--- src/hw/hsw_defines.svh ---
// Register map, field positions, reset values and timing constants of the hot-swap register bank.
// How it works
// Latch high-rail power-good loss in bit 4.
// Latch high-rail fault-timer expiry in bit 5.
// Latch low-rail power-good loss in bit 6.
// Latch low-rail fault-timer expiry in bit 7.
// Channel flags read-only, clear on read.
// Overcurrent flags read-only, clear on read.
// Latch high-rail current-limit entry in bit 4.
// Latch high-rail fast-trip exceedance in bit 5.
// Latch low-rail current-limit entry in bit 6.
// Latch low-rail fast-trip exceedance in bit 7.
// Gate status bit 3 shows live ORing drive.
// Gate status bits 4, 5, 7 live, active low.
// Limit trim field resets to all ones.
// Power-good threshold select resets to 11B.
// Bit 6 selects positive ORing turn-off threshold.
// Clearing bit 7 forces ORing gate low.
// Fault time is code times 0.5 ms.
// Master enable low pulls both gates low.
// Interlock waits for output below bleed threshold.
// Clearing bit 7 disconnects bleed resistor.
// Host programs shortest safe fault time.
// Event during clearing read stays set.
`ifndef HSW_DEFINES_SVH
`define HSW_DEFINES_SVH

`define HSW_ADDR_LIMIT_CFG 8'h03
`define HSW_ADDR_TIMING_EN 8'h04
`define HSW_ADDR_CHAN_FLAGS 8'h07
`define HSW_ADDR_OC_FLAGS 8'h08
`define HSW_ADDR_GATE_STAT 8'h09

`define HSW_LIMIT_CFG_RST 8'hbf
`define HSW_TIMING_EN_RST 8'h01

`define HSW_BIT_ORING_POS 6
`define HSW_BIT_ORING_ALLOW 7
`define HSW_BIT_MASTER_EN 5
`define HSW_BIT_INTERLOCK 6
`define HSW_BIT_BLEED 7
`define HSW_BIT_ORING_STATE 3
`define HSW_BIT_PASS_N 4
`define HSW_BIT_FWD_N 5
`define HSW_BIT_GATE_N 7
`define HSW_TRIM_MSB 3
`define HSW_TRIM_LSB 0
`define HSW_PG_SEL_MSB 5
`define HSW_PG_SEL_LSB 4
`define HSW_FT_MSB 4
`define HSW_FT_LSB 0

`define HSW_FAULT_UNIT_US 500
`define HSW_CLK_MHZ 20

`endif

--- src/hw/hsw_pkg.sv ---
// Types shared by the hot-swap register bank.
package hsw_pkg;

    // Comparator and status levels coming from the analog core.
    typedef struct packed {
        logic hi_pg_above;
        logic hi_in_limit;
        logic hi_fast_trip;
        logic hi_below_bleed;
        logic hi_oring_forward;
        logic hi_pass_enhanced_n;
        logic lo_pg_above;
        logic lo_fault_expired;
        logic lo_in_limit;
        logic lo_fast_trip;
        logic lo_forward_n;
        logic lo_gate_on_n;
    } hsw_sense_t;

    typedef enum logic [1:0] {
        HSW_OFF = 2'b00,
        HSW_WAIT_BLEED = 2'b01,
        HSW_ON = 2'b10,
        HSW_FAULTED = 2'b11
    } hsw_state_t;

endpackage

--- src/hw/hsw_regs.sv ---
// Register bank and high-rail channel control of the dual-rail hot-swap controller.
`timescale 1ns/10ps
`include "hsw_defines.svh"
`default_nettype none

module hsw_regs #(
    parameter int FAULT_UNIT_CYC = `HSW_FAULT_UNIT_US * `HSW_CLK_MHZ
) (
    // Clock and reset.
    input wire logic sys_clk,
    input wire logic rst_n,
    // Register port from the serial front end.
    input wire logic [7:0] reg_addr,
    input wire logic [7:0] reg_wdata,
    input wire logic reg_wr,
    input wire logic reg_rd,
    output logic [7:0] reg_rdata,
    // Analog comparator levels.
    input wire hsw_pkg::hsw_sense_t sense,
    // Controls to the analog core.
    output logic pass_gate_on,
    output logic oring_gate_pin,
    output logic hi_rail_bleed_connect,
    output logic [3:0] hi_rail_limit_trim,
    output logic [1:0] hi_rail_pg_threshold_sel,
    output logic hi_rail_oring_threshold_pos
);

    localparam int SW = $bits(hsw_pkg::hsw_sense_t);

    // Reset images of the configuration registers; the mirrored controls start from these.
    localparam logic [7:0] LIMIT_RST = `HSW_LIMIT_CFG_RST;
    localparam logic [7:0] TIMING_RST = `HSW_TIMING_EN_RST;

    // Input synchronisers: a change counts once stages two and three agree.
    // The filtered level and its copy one edge older feed the edge detectors below.
    logic [SW-1:0] sync1_q, sync2_q, sync3_q, filt_q, filt_d, prev_q;
    hsw_pkg::hsw_sense_t f, p;

    // One synchroniser and filter per comparator line.
    genvar gi;
    generate
        for (gi = 0; gi < SW; gi++) begin : g_sync
            always_comb begin
                filt_d[gi] = (sync2_q[gi] == sync3_q[gi]) ? sync3_q[gi] : filt_q[gi];
            end
            always_ff @(posedge sys_clk or negedge rst_n) begin
                if (!rst_n) begin
                    sync1_q[gi] <= 1'b0;
                    sync2_q[gi] <= 1'b0;
                    sync3_q[gi] <= 1'b0;
                    filt_q[gi] <= 1'b0;
                    prev_q[gi] <= 1'b0;
                end else begin
                    sync1_q[gi] <= sense[gi];
                    sync2_q[gi] <= sync1_q[gi];
                    sync3_q[gi] <= sync2_q[gi];
                    filt_q[gi] <= filt_d[gi];
                    prev_q[gi] <= filt_q[gi];
                end
            end
        end
    endgenerate

    // Named views of the filtered and delayed levels.
    assign f = hsw_pkg::hsw_sense_t'(filt_q);
    assign p = hsw_pkg::hsw_sense_t'(prev_q);

    // Configuration registers.
    logic [7:0] limit_cfg_q, limit_cfg_d, timing_q, timing_d;

    always_comb begin
        limit_cfg_d = limit_cfg_q;
        timing_d = timing_q;
        // Writes to the flag and status addresses fall through and are ignored.
        if (reg_wr) begin
            if (reg_addr == `HSW_ADDR_LIMIT_CFG) begin
                limit_cfg_d = reg_wdata;
            end else if (reg_addr == `HSW_ADDR_TIMING_EN) begin
                timing_d = reg_wdata;
            end
        end
    end

    always_ff @(posedge sys_clk or negedge rst_n) begin
        if (!rst_n) begin
            // Limit trim reset.
            // Threshold select reset.
            limit_cfg_q <= LIMIT_RST;
            timing_q <= TIMING_RST;
        end else begin
            limit_cfg_q <= limit_cfg_d;
            timing_q <= timing_d;
        end
    end

    logic master_en, interlock, oring_allow;
    logic [4:0] fault_code;
    assign master_en = timing_q[`HSW_BIT_MASTER_EN];
    assign interlock = timing_q[`HSW_BIT_INTERLOCK];
    assign oring_allow = limit_cfg_q[`HSW_BIT_ORING_ALLOW];
    assign fault_code = timing_q[`HSW_FT_MSB:`HSW_FT_LSB];

    // Fault timer: counts half-millisecond units while in current limit.
    // Leaving current limit restarts it, so only an unbroken stretch in limit ends in a fault.
    logic [15:0] unit_cnt_q, unit_cnt_d;
    logic [4:0] units_q, units_d;
    logic fault_expired_q, fault_expired_d;
    hsw_pkg::hsw_state_t state_q, state_d;

    always_comb begin
        unit_cnt_d = unit_cnt_q;
        units_d = units_q;
        fault_expired_d = 1'b0;
        if (state_q != hsw_pkg::HSW_ON || !f.hi_in_limit) begin
            unit_cnt_d = 16'h0000;
            units_d = 5'h00;
        end else if (unit_cnt_q == 16'(FAULT_UNIT_CYC - 1)) begin
            unit_cnt_d = 16'h0000;
            units_d = units_q + 5'h01;
            // The expiry pulse lasts one cycle; the state machine and the flag both catch it.
            // Code times 0.5 ms; a zero code acts as one unit.
            if (units_d >= fault_code || fault_code == 5'h00) begin
                fault_expired_d = 1'b1;
                units_d = 5'h00;
            end
        end else begin
            unit_cnt_d = unit_cnt_q + 16'h0001;
        end
    end

    always_ff @(posedge sys_clk or negedge rst_n) begin
        if (!rst_n) begin
            unit_cnt_q <= 16'h0000;
            units_q <= 5'h00;
            fault_expired_q <= 1'b0;
        end else begin
            unit_cnt_q <= unit_cnt_d;
            units_q <= units_d;
            fault_expired_q <= fault_expired_d;
        end
    end

    // High-rail channel sequencing.
    // The gate outputs are registered from the next state, so they switch with it.
    logic pass_d, oring_d;
    always_comb begin
        state_d = state_q;
        case (state_q)
            hsw_pkg::HSW_OFF: begin
                // With the interlock set, an enable waits for the output to bleed down.
                // Bleed-down interlock.
                if (master_en) begin
                    state_d = (interlock && !f.hi_below_bleed) ? hsw_pkg::HSW_WAIT_BLEED
                                                               : hsw_pkg::HSW_ON;
                end
            end
            hsw_pkg::HSW_WAIT_BLEED: begin
                // Dropping the enable while waiting abandons the turn-on.
                if (!master_en) begin
                    state_d = hsw_pkg::HSW_OFF;
                end else if (f.hi_below_bleed) begin
                    state_d = hsw_pkg::HSW_ON;
                end
            end
            hsw_pkg::HSW_ON: begin
                // Clearing the enable or a timer expiry turns the rail off.
                if (!master_en) begin
                    state_d = hsw_pkg::HSW_OFF;
                end else if (fault_expired_q) begin
                    state_d = hsw_pkg::HSW_FAULTED;
                end
            end
            default: begin
                // A timed-out rail stays off until the host clears the enable.
                if (!master_en) begin
                    state_d = hsw_pkg::HSW_OFF;
                end
            end
        endcase
        // Disabled rail pulls both gates low.
        pass_d = (state_d == hsw_pkg::HSW_ON) && master_en;
        // The ORing gate follows the forward comparator only while the pass gate is on.
        // ORing gate forced low.
        oring_d = pass_d && oring_allow && f.hi_oring_forward;
    end

    always_ff @(posedge sys_clk or negedge rst_n) begin
        if (!rst_n) begin
            state_q <= hsw_pkg::HSW_OFF;
            pass_gate_on <= 1'b0;
            oring_gate_pin <= 1'b0;
        end else begin
            state_q <= state_d;
            pass_gate_on <= pass_d;
            oring_gate_pin <= oring_d;
        end
    end

    // Control outputs mirror the configuration fields.
    // They take the next register value, so they change on the same edge as the register.
    always_ff @(posedge sys_clk or negedge rst_n) begin
        if (!rst_n) begin
            hi_rail_limit_trim <= LIMIT_RST[`HSW_TRIM_MSB:`HSW_TRIM_LSB];
            hi_rail_pg_threshold_sel <= LIMIT_RST[`HSW_PG_SEL_MSB:`HSW_PG_SEL_LSB];
            hi_rail_oring_threshold_pos <= LIMIT_RST[`HSW_BIT_ORING_POS];
            hi_rail_bleed_connect <= TIMING_RST[`HSW_BIT_BLEED];
        end else begin
            hi_rail_limit_trim <= limit_cfg_d[`HSW_TRIM_MSB:`HSW_TRIM_LSB];
            hi_rail_pg_threshold_sel <= limit_cfg_d[`HSW_PG_SEL_MSB:`HSW_PG_SEL_LSB];
            // Positive ORing threshold.
            hi_rail_oring_threshold_pos <= limit_cfg_d[`HSW_BIT_ORING_POS];
            // Bleed resistor connect.
            hi_rail_bleed_connect <= timing_d[`HSW_BIT_BLEED];
        end
    end

    // Latched flags, cleared on read; a new event wins over the clear.
    // Fast-trip flags follow the level, so they stay set for as long as the trip lasts.
    logic [3:0] chan_flags_q, chan_flags_d, oc_flags_q, oc_flags_d;
    logic [3:0] chan_ev, oc_ev;
    logic rd_chan, rd_oc;

    always_comb begin
        // High-rail power-good lost.
        chan_ev[0] = p.hi_pg_above && !f.hi_pg_above;
        // High-rail timer expired.
        chan_ev[1] = fault_expired_q;
        // Low-rail power-good lost.
        chan_ev[2] = p.lo_pg_above && !f.lo_pg_above;
        // Low-rail timer expired.
        chan_ev[3] = f.lo_fault_expired && !p.lo_fault_expired;
        // High-rail limit entry.
        oc_ev[0] = f.hi_in_limit && !p.hi_in_limit;
        // High-rail fast trip.
        oc_ev[1] = f.hi_fast_trip;
        // Low-rail limit entry.
        oc_ev[2] = f.lo_in_limit && !p.lo_in_limit;
        // Low-rail fast trip.
        oc_ev[3] = f.lo_fast_trip;
        // A read at a flag address clears it on the same edge that captures it.
        rd_chan = reg_rd && (reg_addr == `HSW_ADDR_CHAN_FLAGS);
        rd_oc = reg_rd && (reg_addr == `HSW_ADDR_OC_FLAGS);
        // Clear channel flags on read.
        // Event beats clear.
        chan_flags_d = (rd_chan ? 4'h0 : chan_flags_q) | chan_ev;
        // Clear overcurrent flags on read.
        oc_flags_d = (rd_oc ? 4'h0 : oc_flags_q) | oc_ev;
    end

    always_ff @(posedge sys_clk or negedge rst_n) begin
        if (!rst_n) begin
            chan_flags_q <= 4'h0;
            oc_flags_q <= 4'h0;
        end else begin
            chan_flags_q <= chan_flags_d;
            oc_flags_q <= oc_flags_d;
        end
    end

    // Read data, captured on the read strobe.
    // It holds between reads, so a slow front end may shift it out at its own pace.
    logic [7:0] rdata_d, gate_stat;

    always_comb begin
        // Spare status bits read as zero.
        gate_stat = 8'h00;
        // Live ORing drive state.
        gate_stat[`HSW_BIT_ORING_STATE] = oring_gate_pin;
        // Live active-low status.
        gate_stat[`HSW_BIT_PASS_N] = f.hi_pass_enhanced_n;
        gate_stat[`HSW_BIT_FWD_N] = f.lo_forward_n;
        gate_stat[`HSW_BIT_GATE_N] = f.lo_gate_on_n;
        rdata_d = reg_rdata;
        if (reg_rd) begin
            if (reg_addr == `HSW_ADDR_LIMIT_CFG) begin
                rdata_d = limit_cfg_q;
            end else if (reg_addr == `HSW_ADDR_TIMING_EN) begin
                rdata_d = timing_q;
            end else if (reg_addr == `HSW_ADDR_CHAN_FLAGS) begin
                rdata_d = {chan_flags_q, 4'h0};
            end else if (reg_addr == `HSW_ADDR_OC_FLAGS) begin
                rdata_d = {oc_flags_q, 4'h0};
            end else if (reg_addr == `HSW_ADDR_GATE_STAT) begin
                rdata_d = gate_stat;
            end else begin
                // Unmapped addresses read as zero.
                rdata_d = 8'h00;
            end
        end
    end

    always_ff @(posedge sys_clk or negedge rst_n) begin
        if (!rst_n) begin
            reg_rdata <= 8'h00;
        end else begin
            reg_rdata <= rdata_d;
        end
    end

endmodule

`default_nettype wire

--- config.mk ---
export PLATFORM = sky130hd
export DESIGN_NAME = hsw_regs
export DESIGN_NICKNAME = d
export VERILOG_FILES = /design/src/hw/hsw_pkg.sv /design/src/hw/hsw_regs.sv
export VERILOG_INCLUDE_DIRS = /design/src /design/src/hw
export SDC_FILE = /design/constraint.sdc
export NUM_CORES = 1
export LEC_CHECK = 0
export BUFFER_PORTS_ARGS = -buffer_cell sky130_fd_sc_hd__buf_2
export CAP_MARGIN = 0
export CORE_ASPECT_RATIO = 1.1
export CORE_MARGIN = 2
export CORE_UTILIZATION = 48
export CTS_CLUSTER_DIAMETER = 150
export DETAILED_ROUTE_END_ITERATION = 7
export PLACE_DENSITY = 0.79
export SETUP_SLACK_MARGIN = 0.1
export SLEW_MARGIN = 20
export SYNTH_ARGS = -nofsm -noshare
export SYNTH_HDL_FRONTEND = slang
export SYNTH_SLANG_ARGS = --single-unit
--- constraint.sdc ---
create_clock -name sys_clk -period 5.05 [get_ports sys_clk]
set_clock_uncertainty 0.05 [all_clocks]
set_input_delay 1.01 -clock sys_clk [delete_from_list [all_inputs] [get_ports sys_clk]]
set_output_delay 1.01 -clock sys_clk [all_outputs]
set_load 0.1 [all_outputs]
==> qor.csv, run 1 <==
stage;metric;value;unit
worst_setup_path;Crit Path Class;in -> reg;
worst_setup_path;WP data arrival;3.28;ns
pwr;PwrDens;346.8;nW/µm²
pwr;Peak VDD IR;0.0001767;V
clock_tree;clock tree sinks;111;
global_route;first-pass GRT wire length;12.48;mm
clock_tree;Num CTS Buffers;9;
clock_tree;cts repair resizes;0;
synth;unique cell type count in the Yosys netlist;41;
sta;final-report max-slew violation count;0;
placed_design;DPL Wire Length;5.239;mm
worst_setup_path;Crit path required time;5.27;ns
worst_setup_path;path depth of the worst reg2reg path;5;
final_layout;Fill cells;744;
global_route;met1 usage;0.2218;
detailed_routing;routed vias/inst;5.292;
clock_tree;Clock Path Buffers;2;
worst_setup_path;Worst R2R Setup Slack;2.53;ns
synth;Synth Net Count;375;
sta;Slew headroom;0.3522;
placed_design;I/O Buffers;49;
detailed_routing;DR iter-0 viols;163;
synth;Synth Register Bits;111;
placed_design;routability cong.;0.9014;
sta;Slew @ Worst Pin;0.9717;ns
clock_tree;CTS Hold Bufs;0;
floorplanning;die footprint;9706;µm²
run;Max Cap Violations;0;
global_route;largest net degree at the start of global routing;80;
clock_tree;Clock Pin Slew Worst Setup and Hold Paths;0.11;ns
final_layout;Cell Count, Final, Fillers Out;506;
sta;f_max;0.3271;GHz
floorplanning;# rows;36;
detailed_routing;ANT nets after route;0;
synth;part of the Yosys area used for sequential elements;0.6501;
pwr;Final Power;0.001683;W
global_route;GRT Residual Overflow;0;
global_route;GRT met3 Usage;0.04240;
worst_hold_path;min-delay src;sync1_q[2];
clock_tree;H-tree level count;3;
worst_hold_path;Min-Delay Endpoint;sync2_q[2];
synth;fraction of registers with async set or reset after synthesis;1.000;
final_layout;commonest non-fill, non-tap cells in the layout;dfrtp_1, buf_2, nor2_1;
worst_setup_path;worst reg2reg endpoint;units_q[0];
worst_setup_path;Worst Setup Start Kind;primary input;
worst_setup_path;maximum fanout along the worst path;8;
pwr;Leakage;2.208;nW
synth;Mapped Cells;336;
global_route;vias in the first global route;2662;
detailed_routing;total routed wirelength;7.488;mm
synth;Synth Warn #;0;
floorplanning;starting density of the core;0.4882;
synth;Post-synth EDFFs;0;
final_layout;ANT cells;0;
final_layout;Final #Nets;426;
final_layout;layout cells sized above 1;0.2551;
clock_tree;postcts setup bufs;0;
sta;final setup vio count;0;
worst_setup_path;Critical Path End Type;register;
global_route;GR peak layer;met2;
clock_tree;root buffer cell;clkbuf_8;
sta;Hold Violations, Final;0;
final_layout;commonest non-fill, non-tap cell in the layout;dfrtp_1;
synth;syn_area_per_cell;12.76;µm²
synth;Post-synth top flop;dfrtp_1;
detailed_routing;number of detailed-route iterations in the first pass;4;
placed_design;Post-Place Cells;490;
worst_setup_path;Reg2Reg Launch Point;unit_cnt_q[4];
global_route;M2 GR Usage;0.2736;
worst_hold_path;Hold Path Class;reg -> reg;
floorplanning;die height;103.1;µm
global_route;initial antenna violation count;0;
clock_tree;CTS tree;done;
placed_design;Post-DP Area;4626;µm²
sta;setup TNS;0;ns
detailed_routing;vias;2678;
floorplanning;Die Wd;94.12;µm
worst_hold_path;hold depth;0;
clock_tree;Clock Latency Late Sink;0.38;ns
sta;period utilisation layout;0.6053;
floorplanning;Core ar.;8783;µm²
sta;Period minus WS final;3.057;ns
detailed_routing;DRC Markers;0;
final_layout;Area Growth Syn to Fin;13.19;%
global_route;GR Util All Layers;0.1694;
final_layout;design area;4853;µm²
sta;unrepaired setup endpoints after global routing;false;
floorplanning;I/O Pins;50;
detailed_routing;DR WL/cell;14.80;µm
status;status;finished clean;
synth;Cell Area, Synth;4288;µm²
layer usage:
metal / up-vias / wire length [µm] / part of all wire
met1: 1317 / 3420 / 0.46
met2: 82 / 3556 / 0.47
met4: 0 / 143 / 0.019
met3: 12 / 368 / 0.049
met5: - / 0 / 0
li1: 1267 / - / -
Yosys cell counts, types with 2 or more instances:
cell type	number	area (µm²)
inv_1	12	45.04
a22oi_1	7	52.55
a22o_1	3	26.28
nand2_1	18	67.56
dfrtp_1	103	2577
xnor2_1	10	87.58
o22ai_1	8	50.05
dfstp_2	8	210.2
nand2b_1	2	12.51
o21ai_0	7	35.03
clkbuf_1	4	15.01
nor4_1	3	18.77
or2_2	2	12.51
or4_1	3	22.52
nand3_1	10	50.05
nor3_1	4	20.02
ha_1	7	87.58
a21oi_1	13	65.06
nor2b_1	4	25.02
nor2_1	33	123.9
and3_1	4	25.02
nor4b_2	2	30.03
buf_4	6	45.04
and2_1	4	25.02
mux2_2	17	191.4
or4_4	2	22.52
maj3_1	12	120.1
nand4_1	5	31.28
a21o_1	5	37.54
xor2_1	7	61.31
report_power, final:
| group | internal (W) | switching, W | total [W] | leakage [nW] |
|---|---|---|---|---|
| combinational | 0.0000370 | 0.000107 | 0.000144 | 0.743 |
| sequential | 0.000930 | 0.0000225 | 0.000953 | 1.35 |
| clock | 0.000285 | 0.000301 | 0.000586 | 0.114 |
| total | 0.00125 | 0.000431 | 0.00168 | 2.21 |
logic make-up (layout without fill, tap and decap cells):
family | Yosys count | count (layout) | share of synthesized area
xor+xnor | 17 | 17 | 0.03472
buf+inv | 22 | 78 | 0.02451
simple gates | 103 | 103 | 0.1266
compound gates | 46 | 46 | 0.06857
flops | 111 | 111 | 0.6501
mux | 18 | 18 | 0.04698
fa+ha+maj | 19 | 19 | 0.04844
flip-flops by register name, indices dropped and copies added (netlist names), 5 cells and up:
signal,flops
f,12
unit_cnt_q,16
units_q,5
sync3_q,12
sync2_q,12
sync1_q,12
p,5
timing_q,7
reg_rdata,8
how the worst max path moves through the flow:
stage           startpoint             end  cells after the start
2_1_floorplan  reg_addr[5]  limit_cfg_q[6]                      4
3_3_place_gp   reg_addr[5]  limit_cfg_q[6]                      5
3_5_place_dp   reg_addr[5]  limit_cfg_q[6]                      5
4_1_cts        reg_addr[5]  limit_cfg_q[6]                      5
5_1_grt        reg_addr[5]  limit_cfg_q[6]                      5
6_report       reg_addr[5]  limit_cfg_q[6]                      5
layout make-up:
type / count / area, µm² / area share
Timing Repair Buffer: 50 / 255.2 / 0.05259
Clock buffer: 9 / 123.9 / 0.02552
Sequential cell: 111 / 2788 / 0.5744
Multi-Input combinational cell: 203 / 1395 / 0.2874
Inverter: 12 / 45.04 / 0.009281
Tap cell: 114 / 142.6 / 0.02939
Clock inverter: 7 / 103.9 / 0.02140
critical path: stages:
cell and delay [ns]:
buf_2 0.09, nor4_1 0.78, nor4b_2 0.77, nand2_2 0.29
mux2_2 0.33
through the flow:
step / setup WS [ns] / hold slack [ns] / utilization
4_1_cts: 1.994 / 0.3058 / 0.5526
2_1_floorplan: 2.109 / 0.2812 / -
6_report: 1.993 / 0.3022 / 0.5526
3_5_place_dp: 1.585 / 0.2847 / 0.5266
3_3_place_gp: 1.730 / 0.2831 / 0.5266
5_1_grt: 1.772 / 0.3140 / 0.5526
Note: power is estimated with default switching activity, not from simulation.
==> run 2: changes to the inputs <==
clock period = 3.15 ns   (was 5.05 ns; I/O delays follow)
==> run 2 against run 1 <==
Compared with the run above: register-to-register slack lost 1.9 ns; largest power group unchanged; highest routed layer unchanged; worst setup slack lost 1.4 ns; core utilization grew 0.31 points; sequential share of layout area shrank 0.32 points; non-clock buffer count grew 3; total power grew 59%; combinational power grew 62%; wire length grew 0.83%; die area is the same; clock power grew 56%; final cell count grew 0.59%; cell area grew 0.57%.
==> qor.csv, run 2 (synthesized netlist as in run 1, its figures left out) <==
stage;metric;value;unit
detailed_routing;ANT nets after route;0;
floorplanning;Core ar.;8783;µm²
global_route;largest net degree at the start of global routing;58;
clock_tree;Num CTS Buffers;9;
final_layout;Area Growth Syn to Fin;13.83;%
pwr;register share of total power;0.571;
pwr;Leakage;2.216;nW
global_route;vias in the first global route;2672;
clock_tree;Clock Pin Slew Worst Setup and Hold Paths;0.10;ns
sta;unrepaired setup endpoints after global routing;false;
floorplanning;die footprint;9706;µm²
clock_tree;root buffer cell;clkbuf_8;
pwr;Int Pwr;0.002005;W
clock_tree;Clock Latency Late Sink;0.37;ns
worst_setup_path;Crit path required time;3.42;ns
clock_tree;cts repair resizes;0;
detailed_routing;total routed wirelength;7.550;mm
final_layout;Cell Count, Final, Fillers Out;509;
sta;Period minus WS final;2.512;ns
final_layout;number of flip-flops under the largest register name;16;
clock_tree;Clock Path Buffers;2;
clock_tree;CTS Hold Bufs;0;
placed_design;Post-Place Cells;493;
sta;setup TNS;0;ns
global_route;initial antenna violation count;0;
final_layout;layout cells sized above 1;0.2582;
sta;Hold Violations, Final;0;
clock_tree;clock tree sinks;111;
final_layout;ANT cells;0;
detailed_routing;DR WL/cell;14.83;µm
worst_setup_path;Critical Path End Type;register;
sta;period utilisation layout;0.7975;
clock_tree;H-tree level count;3;
detailed_routing;DR iter-0 viols;141;
pwr;Peak VDD IR;0.0002638;V
worst_setup_path;Crit Path Class;reg -> reg;
final_layout;commonest non-fill, non-tap cell in the layout;dfrtp_1;
final_layout;Biggest register;unit_cnt_q;
worst_setup_path;WP data arrival;2.78;ns
pwr;PwrDens;547.8;nW/µm²
pwr;Logic pwr share;0.087;
placed_design;DPL Wire Length;5.222;mm
global_route;first-pass GRT wire length;12.32;mm
floorplanning;# rows;36;
final_layout;commonest non-fill, non-tap cells in the layout;dfrtp_1, buf_2, nor2_1;
detailed_routing;number of detailed-route iterations in the first pass;4;
worst_setup_path;Worst Setup Start Kind;register;
floorplanning;die height;103.1;µm
pwr;Sw Ratio;0.2500;
global_route;GR Util All Layers;0.1656;
sta;f_max;0.3981;GHz
run;Max Cap Violations;0;
status;status;finished clean;
sta;Slew headroom;0.5294;
sta;final setup vio count;0;
detailed_routing;DRC Markers;0;
floorplanning;Die Wd;94.12;µm
clock_tree;postcts setup bufs;0;
detailed_routing;routed vias/inst;5.397;
sta;final-report max-slew violation count;0;
worst_hold_path;Hold Path Class;in -> async;
sta;Slew @ Worst Pin;0.7059;ns
pwr;Net Sw Power;0.0006685;W
final_layout;Fill cells;729;
pwr;Clock power frac;0.342;
worst_setup_path;maximum fanout along the worst path;6;
clock_tree;CTS tree;done;
placed_design;I/O Buffers;49;
floorplanning;I/O Pins;50;
final_layout;Final #Nets;429;
floorplanning;starting density of the core;0.4882;
detailed_routing;vias;2747;
global_route;GRT Residual Overflow;0;
placed_design;routability cong.;0.8751;
[run 2: worst paths after layout]
| path | startpoint | endpoint | slack, ns | cells past startpoint |
|---|---|---|---|---|
| max | unit_cnt_q[4] | units_q[0] | 0.64 | 5 |
| min in group sys_clk | sync1_q[3] | sync2_q[3] | 0.30 | 0 |
| min reg2reg | sync1_q[3] | sync2_q[3] | 0.30 | 0 |
| max in group asynchronous | rst_n | limit_cfg_q[7] | 2.02 | 2 |
| min | rst_n | sync1_q[0] | 0.26 | 1 |
| max reg2reg | unit_cnt_q[4] | units_q[0] | 0.64 | 5 |
[run 2: area by class of cell]
class                           instances  area, µm²  area share
Clock inverter                          6      92.59     0.01897
Sequential cell                       111       2788      0.5711
Timing Repair Buffer                   53      290.3     0.05947
Tap cell                              114      142.6     0.02922
Clock buffer                           10      127.6     0.02615
Inverter                               12      45.04    0.009228
Multi-Input combinational cell        203       1395      0.2858
[run 2: routing by layer]
metal | vias to the layer above | routed length [µm] | global-route usage
met5 | - | 0 | 0
met4 | 0 | 221 | 0.09476
met3 | 20 | 366 | 0.03655
met2 | 92 | 3577 | 0.2544
met1 | 1354 | 3386 | 0.2197
li1 | 1281 | - | -
[run 2: through the flow]
step / worst slack (ns) / cell area [µm²] / util / power (W) / hold slack (ns)
finish: 0.6378 / 4881 / 0.5557 / 0.002674 / 0.2584
floorplan: 0.5890 / 4288 / - / 0.001703 / 0.2812
CTS: 0.6403 / 4881 / 0.5557 / 0.002706 / 0.2665
detailed placement: 0.6672 / 4661 / 0.5306 / 0.001791 / 0.2847
global route: 0.5530 / 4881 / 0.5557 / 0.002786 / 0.2762
global placement: 0.7092 / 4661 / 0.5306 / 0.001781 / 0.2820
[run 2: power groups by stage]
stage | Sequential, W | Clock [W] | Combinational, W
3_5_place_dp | 0.00156 | 0 | 0.000234
5_1_grt | 0.00153 | 0.000998 | 0.000253
2_1_floorplan | 0.00160 | 0 | 0.0000986
6_report | 0.00153 | 0.000914 | 0.000233
4_1_cts | 0.00153 | 0.000942 | 0.000236
3_3_place_gp | 0.00155 | 0 | 0.000228
[run 2: critical path: stages, from the launching register on]
cell and delay, ns:
dfrtp_1 0.44, or4_1 0.53, or4_4 0.56, or4_4 0.53
nor2_2 0.17, mux2_2 0.18
==> run 3: changes to the inputs <==
clock period = 2.6 ns   (was 3.15 ns; I/O delays follow)
==> run 3 against run 2 <==
Compared with the run above: non-clock buffer count is 4 higher; global-route usage is 0.29 points higher; first-iteration DRC count is 11% higher; critical path type unchanged; critical endpoint is now units_q[2]; largest cell class unchanged; largest power group unchanged.
==> qor.csv, run 3 (synthesized netlist as in run 1, its figures left out) <==
stage;metric;value;unit
worst_hold_path;Hold Path Class;in -> async;
detailed_routing;vias;2682;
detailed_routing;top layer in use;met4;
worst_setup_path;Critical Path End Type;register;
final_layout;fin util;0.5564;
detailed_routing;DR WL/cell;14.63;µm
detailed_routing;ANT nets after route;0;
clock_tree;clock tree sinks;111;
worst_setup_path;CP bufs+invs;0;
worst_setup_path;Reg2Reg Launch Point;unit_cnt_q[6];
worst_setup_path;WP data arrival;2.75;ns
sta;period utilisation layout;0.9569;
placed_design;DPL Wire Length;5.349;mm
sta;Slew @ Worst Pin;0.4676;ns
clock_tree;root buffer cell;clkbuf_8;
global_route;GR Util All Layers;0.1685;
final_layout;Biggest register;unit_cnt_q;
sta;Slew headroom;0.6854;
worst_setup_path;Crit Path Class;reg -> reg;
detailed_routing;DR iter-0 viols;157;
sta;final setup vio count;0;
floorplanning;die height;103.1;µm
floorplanning;I/O Pins;50;
detailed_routing;DRC Markers;0;
worst_setup_path;critical-path cell list;or4b_1 -> or4_4 -> or4_4 -> o31ai_2 -> a21o_1;
sta;unrepaired setup endpoints after global routing;true;
global_route;initial antenna violation count;0;
worst_setup_path;Crit path required time;2.87;ns
worst_setup_path;CP Launch Point;unit_cnt_q[6];
detailed_routing;met3 routed WL;367;µm
clock_tree;H-tree level count;3;
clock_tree;Num CTS Buffers;9;
clock_tree;CTS tree;done;
sta;Hold Violations, Final;0;
pwr;Leakage;2.227;nW
worst_setup_path;critical path's slowest cell;or4_4;
worst_setup_path;max incr delay on CP;0.55;ns
global_route;largest net degree at the start of global routing;55;
final_layout;Area Growth Syn to Fin;13.98;%
global_route;vias in the first global route;2572;
worst_setup_path;maximum fanout along the worst path;5;
final_layout;Final #Nets;433;
placed_design;Post-Place Cells;496;
final_layout;ANT cells;0;
floorplanning;Core ar.;8783;µm²
placed_design;I/O Buffers;49;
detailed_routing;total routed wirelength;7.505;mm
clock_tree;CTS Hold Bufs;0;
final_layout;layout cells sized above 1;0.2707;
floorplanning;die footprint;9706;µm²
final_layout;Cell Count, Final, Fillers Out;513;
final_layout;commonest non-fill, non-tap cell in the layout;dfrtp_1;
detailed_routing;routed vias/inst;5.228;
sta;final-report max-slew violation count;0;
detailed_routing;number of detailed-route iterations in the first pass;5;
run;Max Cap Violations;0;
sta;Period minus WS final;2.488;ns
pwr;Peak VDD IR;0.0002378;V
placed_design;routability cong.;0.8162;
worst_setup_path;Worst Setup Start Kind;register;
detailed_routing;wl on met1;3.440;mm
final_layout;commonest non-fill, non-tap cells in the layout;dfrtp_1, buf_2, nor2_1;
worst_setup_path;Top delay family on crit path;simple AND/OR/NAND/NOR gates;
clock_tree;Clock Path Buffers;2;
global_route;first-pass GRT wire length;12.52;mm
final_layout;number of flip-flops under the largest register name;16;
floorplanning;Die Wd;94.12;µm
floorplanning;starting density of the core;0.4882;
worst_setup_path;cell mode on critical path;or4_4;
floorplanning;# rows;36;
clock_tree;Clock Pin Slew Worst Setup and Hold Paths;0.11;ns
status;status;finished clean;
sta;setup TNS;0;ns
detailed_routing;routed wl met2;3.554;mm
sta;f_max;0.4020;GHz
final_layout;Fill cells;742;
global_route;GRT Residual Overflow;0;
clock_tree;Clock Latency Late Sink;0.37;ns
pwr;PwrDens;631.6;nW/µm²
run 3: per-stage QoR:
| stage | cell area, µm² | hold slack [ns] | setup WS (ns) | power [W] |
|---|---|---|---|---|
| 2_1_floorplan | 4288 | 0.1744 | 0.1490 | 0.002063 |
| 3_5_place_dp | 4683 | 0.2847 | 0.09696 | 0.002173 |
| 3_3_place_gp | 4683 | 0.2818 | 0.1555 | 0.002161 |
| 4_1_cts | 4870 | 0.03335 | 0.1209 | 0.003119 |
| 5_1_grt | 4887 | 0.04500 | 0.05384 | 0.003229 |
| 6_report | 4887 | 0.03410 | 0.1122 | 0.003087 |
run 3: cell type report:
| cell class | instances | area (µm²) | area share |
|---|---|---|---|
| sequential | 111 | 2788 | 0.5704 |
| multi-input combinational | 203 | 1413 | 0.2890 |
| timing repair buffer | 57 | 320.3 | 0.06554 |
| tap | 114 | 142.6 | 0.02919 |
| clock buffer | 9 | 123.9 | 0.02535 |
| clock inverter | 7 | 55.05 | 0.01126 |
| inverter | 12 | 45.04 | 0.009217 |
run 3: path summary, 6_finish.rpt:
kind	slack, ns	end	depth (start not counted)
max in group asynchronous	1.79	sync3_q[3]	2
min reg2reg	0.30	sync2_q[3]	0
min	0.03	reg_rdata[3]	1
max reg2reg	0.11	units_q[2]	5
max	0.11	units_q[2]	5
min in group sys_clk	0.20	sync1_q[1]	1
run 3: what timing repair did:
item                                    CTS  global route
endpoints found under the setup margin    3             5
setup buffers                             1             0
resized for setup                         0             3
hold endpoints to repair                  0             0
run 3: power by group:
group          leakage [nW]  switching, W  internal, W  total, W
clock network        0.0919      0.000587     0.000361  0.000948
registers              1.35     0.0000442      0.00181   0.00185
logic                 0.784      0.000209    0.0000788  0.000288
run 3: per-layer routing:
metal | global-route usage | up-vias
met5 | 0 | -
met4 | 0.06355 | 0
met3 | 0.04459 | 10
met2 | 0.2560 | 76
met1 | 0.2357 | 1315
li1 | - | 1281
